<file path="src/tpd_pkg.sv">
package tpd_pkg;
    // ***********************************************************
    // register map (byte addresses)
    // ***********************************************************
    localparam logic [7:0] ADDR_CTL0 = 8'h00;
    localparam logic [7:0] ADDR_CTL1 = 8'h04;
    localparam logic [7:0] ADDR_CHCTL0 = 8'h18;
    localparam logic [7:0] ADDR_CHCTL2 = 8'h20;
    localparam logic [7:0] ADDR_CV0 = 8'h34;
    localparam logic [7:0] ADDR_CV3 = 8'h40;
    localparam logic [7:0] ADDR_PROTECTION_LEVEL = 8'h44;
    localparam logic [7:0] ADDR_DCFG = 8'h48;
    localparam logic [7:0] ADDR_DWIN = 8'h4c;
    localparam logic [7:0] ADDR_XCFG = 8'hfc;
    localparam logic [7:0] ADDR_EVT = 8'h14;
    // ***********************************************************
    // field positions
    // ***********************************************************
    localparam int POS_PRIMARY_OUTPUT_ENABLE = 15;
    localparam int POS_AUTOMATIC_OUTPUT_ENABLE = 14;
    localparam int POS_BREAK_POLARITY = 13;
    localparam int POS_BREAK_ENABLE = 12;
    localparam int POS_ROS = 11;
    localparam int POS_IOS = 10;
    localparam int POS_PROTECTION_LEVEL = 8;
    localparam int POS_BCNT = 8;
    localparam int POS_CLOCK_DIVISION = 8;
    localparam int POS_SKIP = 1;
    localparam int POS_OSEL = 0;
    localparam logic [1:0] LVL_NONE = 2'h0;
    localparam logic [1:0] LVL_1 = 2'h1;
    localparam logic [1:0] LVL_2 = 2'h2;
    localparam logic [4:0] BCNT_MAX = 5'h11;
    localparam logic [31:0] RST_VAL = 32'h0000_0000;
    localparam logic [1:0] RESP_OK = 2'h0;
    localparam logic [1:0] RESP_ERR = 2'h2;
endpackage : tpd_pkg

</file>
<file path="src/tpd_deadtime.sv">
`timescale 1ns/10ps
// dead-time length in timer clocks from field and clock division
module tpd_deadtime
    import tpd_pkg::*;
(
    input wire logic [7:0] field,
    input wire logic [1:0] clock_division,
    output logic [15:0] ticks
);
    logic [11:0] dts;
    // ***********************************************************
    // decode
    // ***********************************************************
    always_comb
    begin
        unique casez (field[7:5])
            3'b0??: dts = {4'h0, field};
            3'b10?: dts = {4'h0, 2'h1, field[5:0]} << 1;
            3'b110: dts = {7'h01, field[4:0]} << 3;
            default: dts = {7'h01, field[4:0]} << 4;
        endcase
        // dead-time clock period is 1, 2 or 4 timer clocks
        unique case (clock_division)
            2'h1: ticks = {3'h0, dts, 1'b0};
            2'h2: ticks = {2'h0, dts, 2'h0};
            default: ticks = {4'h0, dts};
        endcase
    end
endmodule : tpd_deadtime

</file>
<file path="src/tpd_top.sv">
`timescale 1ns/10ps
module tpd_top
    import tpd_pkg::*;
(
    input wire logic clk_sys,
    input wire logic rst,
    input wire logic [7:0] s_axi_awaddr,
    input wire logic s_axi_awvalid,
    output logic s_axi_awready,
    input wire logic [31:0] s_axi_wdata,
    input wire logic [3:0] s_axi_wstrb,
    input wire logic s_axi_wvalid,
    output logic s_axi_wready,
    output logic [1:0] s_axi_bresp,
    output logic s_axi_bvalid,
    input wire logic s_axi_bready,
    input wire logic [7:0] s_axi_araddr,
    input wire logic s_axi_arvalid,
    output logic s_axi_arready,
    output logic [31:0] s_axi_rdata,
    output logic [1:0] s_axi_rresp,
    output logic s_axi_rvalid,
    input wire logic s_axi_rready,
    input wire logic update_event,
    input wire logic fault_in,
    input wire logic [3:0] channel_drive,
    output logic [3:0] channel_output,
    output logic [3:0] channel_comp_output,
    output logic [3:0] output_active,
    output logic [15:0] dead_time_ticks,
    output logic dma_request
);
    // ***********************************************************
    // state
    // ***********************************************************
    logic [31:0] ctl0, ctl1, chctl0, chctl2, protection_level, dcfg, xcfg;
    logic [15:0] cval [4];
    logic protection_level_written, aw_held, w_held, bvalid, rvalid, dma_busy;
    logic [7:0] aw_addr;
    logic [31:0] w_data, rdata;
    logic [1:0] bresp;
    logic [4:0] xfer_idx;
    logic [31:0] next_ctl0, next_ctl1, next_chctl0, next_chctl2, next_protection_level;
    logic [31:0] next_dcfg, next_xcfg, next_rdata;
    logic [15:0] next_cval [4];
    logic next_protection_level_written, next_aw_held, next_w_held, next_bvalid;
    logic next_rvalid, next_dma_busy;
    logic [7:0] next_aw_addr;
    logic [31:0] next_w_data;
    logic [1:0] next_bresp;
    logic [4:0] next_xfer_idx;
    logic do_wr, do_rd, win_wr, win_rd;
    logic [7:0] wr_eff, rd_eff, win_addr;
    logic [1:0] lvl;
    assign lvl = protection_level[POS_PROTECTION_LEVEL+:2];
    // window target: start index words plus transfer index words
    assign win_addr = {1'b0, dcfg[4:0] + xfer_idx, 2'h0};
    assign s_axi_awready = !aw_held && !bvalid;
    assign s_axi_wready = !w_held && !bvalid;
    assign s_axi_arready = !rvalid;
    assign s_axi_bvalid = bvalid;
    assign s_axi_bresp = bresp;
    assign s_axi_rvalid = rvalid;
    assign s_axi_rdata = rdata;
    assign s_axi_rresp = RESP_OK;
    assign dma_request = dma_busy;
    // ***********************************************************
    // write decode and protection
    // ***********************************************************
    always_comb
    begin
        next_aw_held = aw_held;
        next_w_held = w_held;
        next_aw_addr = aw_addr;
        next_w_data = w_data;
        if (s_axi_awvalid && s_axi_awready)
        begin
            next_aw_held = 1'b1;
            next_aw_addr = s_axi_awaddr;
        end
        if (s_axi_wvalid && s_axi_wready)
        begin
            next_w_held = 1'b1;
            next_w_data = s_axi_wdata;
        end
        do_wr = next_aw_held && next_w_held && !bvalid;
        win_wr = do_wr && next_aw_addr == ADDR_DWIN;
        wr_eff = win_wr ? win_addr : next_aw_addr;
        next_ctl0 = ctl0;
        next_ctl1 = ctl1;
        next_chctl0 = chctl0;
        next_chctl2 = chctl2;
        next_protection_level = protection_level;
        next_dcfg = dcfg;
        next_xcfg = xcfg;
        next_cval = cval;
        next_protection_level_written = protection_level_written;
        next_bvalid = bvalid && !s_axi_bready;
        next_bresp = bresp;
        if (do_wr)
        begin
            next_aw_held = 1'b0;
            next_w_held = 1'b0;
            next_bvalid = 1'b1;
            next_bresp = RESP_OK;
            unique case (wr_eff)
                ADDR_CTL0: next_ctl0 = next_w_data & 32'h0000_0300;
                ADDR_CTL1: // isolation bits locked from level 01
                    if (lvl == LVL_NONE) next_ctl1 = next_w_data;
                ADDR_CHCTL0: // compare mode locked at level 11
                    if (lvl != 2'h3) next_chctl0 = next_w_data;
                ADDR_CHCTL2: // polarities locked from level 10
                    if (!lvl[1]) next_chctl2 = next_w_data;
                    else next_chctl2 = (chctl2 & 32'h0000_aaaa)
                        | (next_w_data & 32'h0000_5555);
                ADDR_PROTECTION_LEVEL:
                begin
                    next_protection_level[POS_PRIMARY_OUTPUT_ENABLE] = next_w_data[POS_PRIMARY_OUTPUT_ENABLE];
                    if (lvl == LVL_NONE)
                    begin
                        next_protection_level[7:0] = next_w_data[7:0];
                        next_protection_level[POS_BREAK_ENABLE+:3] =
                            next_w_data[POS_BREAK_ENABLE+:3];
                    end
                    if (!lvl[1])
                        next_protection_level[POS_IOS+:2] =
                            next_w_data[POS_IOS+:2];
                    if (!protection_level_written)
                        next_protection_level[POS_PROTECTION_LEVEL+:2] =
                            next_w_data[POS_PROTECTION_LEVEL+:2];
                    next_protection_level_written = 1'b1;
                end
                ADDR_DCFG:
                begin
                    next_dcfg = next_w_data & 32'h0000_1f1f;
                    if (next_dcfg[POS_BCNT+:5] > BCNT_MAX)
                        next_dcfg[POS_BCNT+:5] = BCNT_MAX;
                end
                ADDR_XCFG: next_xcfg = next_w_data & 32'h0000_0003;
                default:
                    if (wr_eff >= ADDR_CV0 && wr_eff <= ADDR_CV3)
                    begin
                        // equal-value writes skipped on request
                        if (!(xcfg[POS_SKIP] && next_w_data[15:0]
                            == cval[wr_eff[3:2]-2'h1]))
                            next_cval[wr_eff[3:2]-2'h1] =
                                next_w_data[15:0];
                    end
                    else if (wr_eff != ADDR_EVT)
                        next_bresp = RESP_ERR;
            endcase
        end
        // hardware set/clear of primary enable; fault wins
        if (update_event && protection_level[POS_AUTOMATIC_OUTPUT_ENABLE])
            next_protection_level[POS_PRIMARY_OUTPUT_ENABLE] = 1'b1;
        if (fault_in && protection_level[POS_BREAK_ENABLE])
            next_protection_level[POS_PRIMARY_OUTPUT_ENABLE] = 1'b0;
    end
    // ***********************************************************
    // read path and burst index
    // ***********************************************************
    always_comb
    begin
        do_rd = s_axi_arvalid && s_axi_arready;
        win_rd = do_rd && s_axi_araddr == ADDR_DWIN;
        rd_eff = win_rd ? win_addr : s_axi_araddr;
        next_rvalid = (rvalid && !s_axi_rready) || do_rd;
        next_rdata = rdata;
        if (do_rd)
        begin
            unique case (rd_eff)
                ADDR_CTL0: next_rdata = ctl0;
                ADDR_CTL1: next_rdata = ctl1;
                ADDR_CHCTL0: next_rdata = chctl0;
                ADDR_CHCTL2: next_rdata = chctl2;
                ADDR_PROTECTION_LEVEL: next_rdata = protection_level;
                ADDR_DCFG: next_rdata = dcfg;
                ADDR_XCFG: next_rdata = xcfg;
                default:
                    if (rd_eff >= ADDR_CV0 && rd_eff <= ADDR_CV3)
                        next_rdata = {16'h0, cval[rd_eff[3:2]-2'h1]};
                    else
                        next_rdata = RST_VAL;
            endcase
        end
        next_dma_busy = dma_busy;
        next_xfer_idx = xfer_idx;
        // request raised by the update event and held through the burst;
        // the partner moves one word per finished access while it stands
        if (win_wr || win_rd)
        begin
            if (xfer_idx == dcfg[POS_BCNT+:5])
            begin
                next_xfer_idx = 5'h00;
                next_dma_busy = 1'b0;
            end
            else
                next_xfer_idx = xfer_idx + 5'h01;
        end
        else if (update_event && !dma_busy)
            next_dma_busy = 1'b1;
    end
    // ***********************************************************
    // registers
    // ***********************************************************
    always_ff @(posedge clk_sys)
    begin
        if (rst)
        begin
            ctl0 <= RST_VAL;
            ctl1 <= RST_VAL;
            chctl0 <= RST_VAL;
            chctl2 <= RST_VAL;
            protection_level <= RST_VAL;
            dcfg <= RST_VAL;
            xcfg <= RST_VAL;
            cval <= '{default: 16'h0000};
            protection_level_written <= 1'b0;
            aw_held <= 1'b0;
            w_held <= 1'b0;
            aw_addr <= 8'h00;
            w_data <= RST_VAL;
            bvalid <= 1'b0;
            bresp <= RESP_OK;
            rvalid <= 1'b0;
            rdata <= RST_VAL;
            dma_busy <= 1'b0;
            xfer_idx <= 5'h00;
        end
        else
        begin
            ctl0 <= next_ctl0;
            ctl1 <= next_ctl1;
            chctl0 <= next_chctl0;
            chctl2 <= next_chctl2;
            protection_level <= next_protection_level;
            dcfg <= next_dcfg;
            xcfg <= next_xcfg;
            cval <= next_cval;
            protection_level_written <= next_protection_level_written;
            aw_held <= next_aw_held;
            w_held <= next_w_held;
            aw_addr <= next_aw_addr;
            w_data <= next_w_data;
            bvalid <= next_bvalid;
            bresp <= next_bresp;
            rvalid <= next_rvalid;
            rdata <= next_rdata;
            dma_busy <= next_dma_busy;
            xfer_idx <= next_xfer_idx;
        end
    end
    // ***********************************************************
    // output stage
    // ***********************************************************
    logic [3:0] out_q, comp_q, act_q;
    logic outs_on;
    // output select only forces off what a clear idle state already
    // disables, so a set idle state keeps its outputs regardless
    always_comb
    begin
        if (protection_level[POS_PRIMARY_OUTPUT_ENABLE])
            outs_on = protection_level[POS_ROS];
        else
            outs_on = protection_level[POS_IOS];
    end
    always_ff @(posedge clk_sys)
    begin
        if (rst)
        begin
            out_q <= 4'h0;
            comp_q <= 4'h0;
            act_q <= 4'h0;
        end
        else
        begin
            for (int i = 0; i < 4; i++)
            begin
                act_q[i] <= outs_on && (chctl2[4*i] || chctl2[4*i+2]);
                out_q[i] <= outs_on && chctl2[4*i]
                    && (channel_drive[i] ^ chctl2[4*i+1]);
                comp_q[i] <= outs_on && chctl2[4*i+2]
                    && (!channel_drive[i] ^ chctl2[4*i+3]);
            end
        end
    end
    assign channel_output = out_q;
    assign channel_comp_output = comp_q;
    assign output_active = act_q;
    tpd_deadtime u_dt (
        .field(protection_level[7:0]),
        .clock_division(ctl0[POS_CLOCK_DIVISION+:2]),
        .ticks(dead_time_ticks)
    );
endmodule : tpd_top

</file>
<file path="config.mk">
export PLATFORM = sky130hd
export DESIGN_NAME = tpd_top
export DESIGN_NICKNAME = d
export VERILOG_FILES = /design/src/tpd_pkg.sv /design/src/tpd_deadtime.sv /design/src/tpd_top.sv
export SDC_FILE = /design/constraint.sdc
export NUM_CORES = 1
export LEC_CHECK = 0
export ABC_AREA = 1
export BUFFER_PORTS_ARGS = -buffer_cell sky130_fd_sc_hd__clkbuf_2
export CELL_PAD_IN_SITES_DETAIL_PLACEMENT = 1
export CELL_PAD_IN_SITES_GLOBAL_PLACEMENT = 2
export CORE_MARGIN = 1.5
export CORE_UTILIZATION = 30
export CTS_CLUSTER_SIZE = 30
export DETAILED_ROUTE_END_ITERATION = 16
export PLACE_DENSITY_LB_ADDON = 0.1
export RECOVER_POWER = 100
export SYNTH_ARGS = -nofsm -noshare
export SYNTH_HDL_FRONTEND = slang
export SYNTH_SLANG_ARGS = --single-unit
</file>
<file path="constraint.sdc">
create_clock -name clk_sys -period 3.37 [get_ports clk_sys]
set_clock_uncertainty 0.15 [all_clocks]
set_input_delay 0.337 -clock clk_sys [delete_from_list [all_inputs] [get_ports clk_sys]]
set_output_delay 0.337 -clock clk_sys [all_outputs]
set_load 0.05 [all_outputs]
</file>
==> flow_summary.toml <==
[run_status]
outcome = "complete, but fails checks"
violations = "max-capacitance violations, max-slew violations, negative setup slack"

[route]
viasPerCell = 4.96
dr.max_layer_used = "met4"
drt_pass1_iterations = 5
wirelength_mm = 59.9
dr_wl_met3_mm = 1.83
wl_met2_mm = 28.8
drtIter0Drc = 862
num_vias = 15100
wl_met1_mm = 27.3
route.detailed.drc = 0
routedWlPerCell_um = 19.7
ant_nets = 0

[global_route]
grt_usage = 0.238
grt_pass1_wl_mm = 90.4
grt_max_degree = 85
grt_overflow = 0
antenna_found_initial = 1
grt_pass1_vias = 15200

[clock_network]
clockBufferDepth = 3
clock_sinks = 286
cts_tree = "done"
clock_latency_ns = 0.57
clockRootBuffer = "clkbuf_16"
htree_levels = 2
cts_buffers = 37
clkSlewWorstSetupHoldPaths_ns = 0.06

[floorplan]
start_util = 0.303
placement_rows = 80
die_area_um2 = 49500
die_w_um = 222
die_y_um = 222
core-area_um2 = 47600
io_pins = 135

[timing]
slew_headroom = -0.106
setup_ws_ns = -0.152
hold_viol = 0
timing.hold.ws_ns = 0.0241
slew_violations = 69
setup-tns-final_ns = -6.67
rsz0062_at_grt = "true"
fmax_mhz = 284
layout_min_cycle_time_ns = 3.52
period_share = 1.05
final-setup-viol-count = 64
worstMarginPinSlew_ns = 1.66

[placed_design]
dp.cells = 2932
place.port_buffers = 123
pre_cts_slack_ns = -0.327
detailed_place_hpwl_mm = 41.4
gp_congestion = 0.840

[final_layout]
layout-drive-gt1-share = 0.215
n_antenna_cell = 0
fill_cells = 5958
fin_nets = 2484
fin_cells = 3044
area_growth_pct = 33.9

[power]
p_total_uw = 9560
power_per_cell_area_nw_per_um2 = 495
ir_drop_mv = 0.320
p_leak_uw = 0.00802

[critical_path]
path_class = "register to register"
cp_max_fo = 7
critPathArrivalTime_ns = 3.83
cp-end-kind = "register"
cp.required_ns = 3.67
critPathLaunchType = "register"

[synth]
yosysTopAreaCell = "dfxtp_1"
syn_avg_cell_area_um2 = 6.73
synthCells = 2145
syn-cell-area_um2 = 14400
yosysUniqueCellTypes = 48
synth_top_area_share = 0.397
synthArstFlopShare = 0
synth_edf_count = 0
synth_top_flop_cell = "dfxtp_1"
ys_ff_latch = 286
synth_area_leaders = "dfxtp_1, nand2_1, inv_1"
seq_area_frac_synth = 0.397
yosysWarnings = 0

[run]
maxCapViolations = 1

[min_path]
hold_class = "input pin to register"
power by group:
group | switching, µW | leakage (µW) | internal (µW)
logic | 1310 | 0.00508 | 655
registers | 38.4 | 0.00232 | 3470
clock network | 1640 | 0.000618 | 2450
state kept, by name, summed over array words and instances, names as in the netlist, 4 cells and up:
signal,cells
xfer_idx,5
w_data,32
output_active,4
cval,64
chctl2,32
dcfg,10
chctl0,32
s_axi_rdata,32
protection_level,16
ctl1,32
aw_addr,8
channel_comp_output,4
channel_output,4
cell usage in the layout, fill, tap and decap left out, types with 8 or more instances in the layout:
master / Yosys / routed
a2111oi_0: 8 / 8
a211oi_1: 9 / 8
a21oi_1: 185 / 183
buf_12: 0 / 26
buf_4: 17 / 139
buf_6: 8 / 10
clkbuf_1: 86 / 72
clkbuf_16: 0 / 40
clkbuf_2: 0 / 74
clkbuf_8: 0 / 10
dfxtp_1: 286 / 281
dlygate4sd3_1: 0 / 17
ha_1: 16 / 13
inv_1: 346 / 302
inv_2: 6 / 47
nand2_1: 431 / 360
nand2_2: 3 / 42
nand2_4: 0 / 33
nand3_1: 113 / 93
nand3_2: 7 / 15
nand3_4: 0 / 12
nand4_1: 71 / 71
nor2_1: 184 / 170
nor2_2: 3 / 10
nor2_4: 2 / 9
nor3_1: 11 / 10
o211ai_1: 15 / 15
o21ai_0: 183 / 187
o21ai_1: 19 / 13
o221ai_1: 13 / 13
o22ai_1: 36 / 35
o31ai_1: 18 / 17
logic make-up after synthesis:
logic type      synth area share
flops                      0.397
other cells             0.000260
fa+ha+maj                 0.0153
xor+xnor                 0.00425
buf+inv                    0.137
simple gates               0.250
compound gates             0.197
critical path, stage by stage, from the launching register on:
cell and delay, ns:
dfxtp_4 0.36, nor2_4 0.14, nand2_4 0.11, o21ai_2 0.19
nand2_1 0.09, nor2_2 0.17, buf_6 0.13, nand3_4 0.09
nand2_4 0.11, inv_6 0.04, ha_4 0.25, buf_12 0.14
buf_8 0.13, nand3_4 0.08, nand2_2 0.05, nand2_2 0.06
nand2_1 0.06, nor2_1 0.11, nand2_1 0.09, nor2_4 0.15
nand3_4 0.09, buf_12 0.16, nand3_4 0.14, clkbuf_16 0.19
nand2_2 0.05, inv_2 0.04, nor2_1 0.03
cell type report:
| type | instances | area, µm² | share of cell area |
|---|---|---|---|
| sequential | 286 | 5740 | 0.297 |
| clock inverter | 10 | 126 | 0.00654 |
| clock buffer | 56 | 1120 | 0.0579 |
| multi-input combinational | 1378 | 7500 | 0.388 |
| inverter | 356 | 1360 | 0.0702 |
| tap | 615 | 769 | 0.0398 |
| timing repair buffer | 343 | 2720 | 0.141 |
layer usage:
layer,up-vias,global-route usage
li1,7487,-
met1,7295,0.307
met2,219,0.408
met3,90,0.0283
met4,0,0.0856
met5,-,0
path summary, 6_finish.rpt:
check	from	to	slack, ns	depth (start not counted)
hold reg to reg	chctl0[9]$_SDFFE_PP0P_	chctl0[9]$_SDFFE_PP0P_	0.30	2
hold / removal	s_axi_wdata[24]	w_data[24]$_SDFF_PP0_	0.02	3
setup reg to reg	s_axi_bvalid$_SDFF_PP0_	cval[28]$_SDFFE_PP0P_	-0.15	26
setup / recovery	s_axi_bvalid$_SDFF_PP0_	cval[28]$_SDFFE_PP0P_	-0.15	26
Yosys cell counts, types with 7 or more instances:
master / number
nor3_1: 11
a21oi_1: 185
clkbuf_1: 86
buf_4: 17
o22ai_1: 36
o21ai_0: 183
a2111oi_0: 8
buf_1: 14
nand3_1: 113
o221ai_1: 13
o21ai_1: 19
inv_1: 346
nand4_1: 71
o31ai_1: 18
o211ai_1: 15
nor2_1: 184
nand2_1: 431
nand3_2: 7
buf_6: 8
dfxtp_1: 286
a211oi_1: 9
ha_1: 16
a22oi_1: 7
timing repair:
action                                  4_1_cts  5_1_grt
hold buffers                                 17        0
gates cloned                                  3        2
endpoints found under the setup margin       70      115
hold endpoints to repair                     21        0
gates resized for setup                      80      158
pin swaps                                    27       46
setup buffers                                18        7
metrics by stage:
stage                     utilization  area (µm²)
after CTS                       0.396       18900
after floorplan                     -       14600
after global routing            0.406       19300
final                           0.406       19300
after detailed placement        0.356       17000
after global placement          0.356       17000
(Power assumes the default switching activity.)
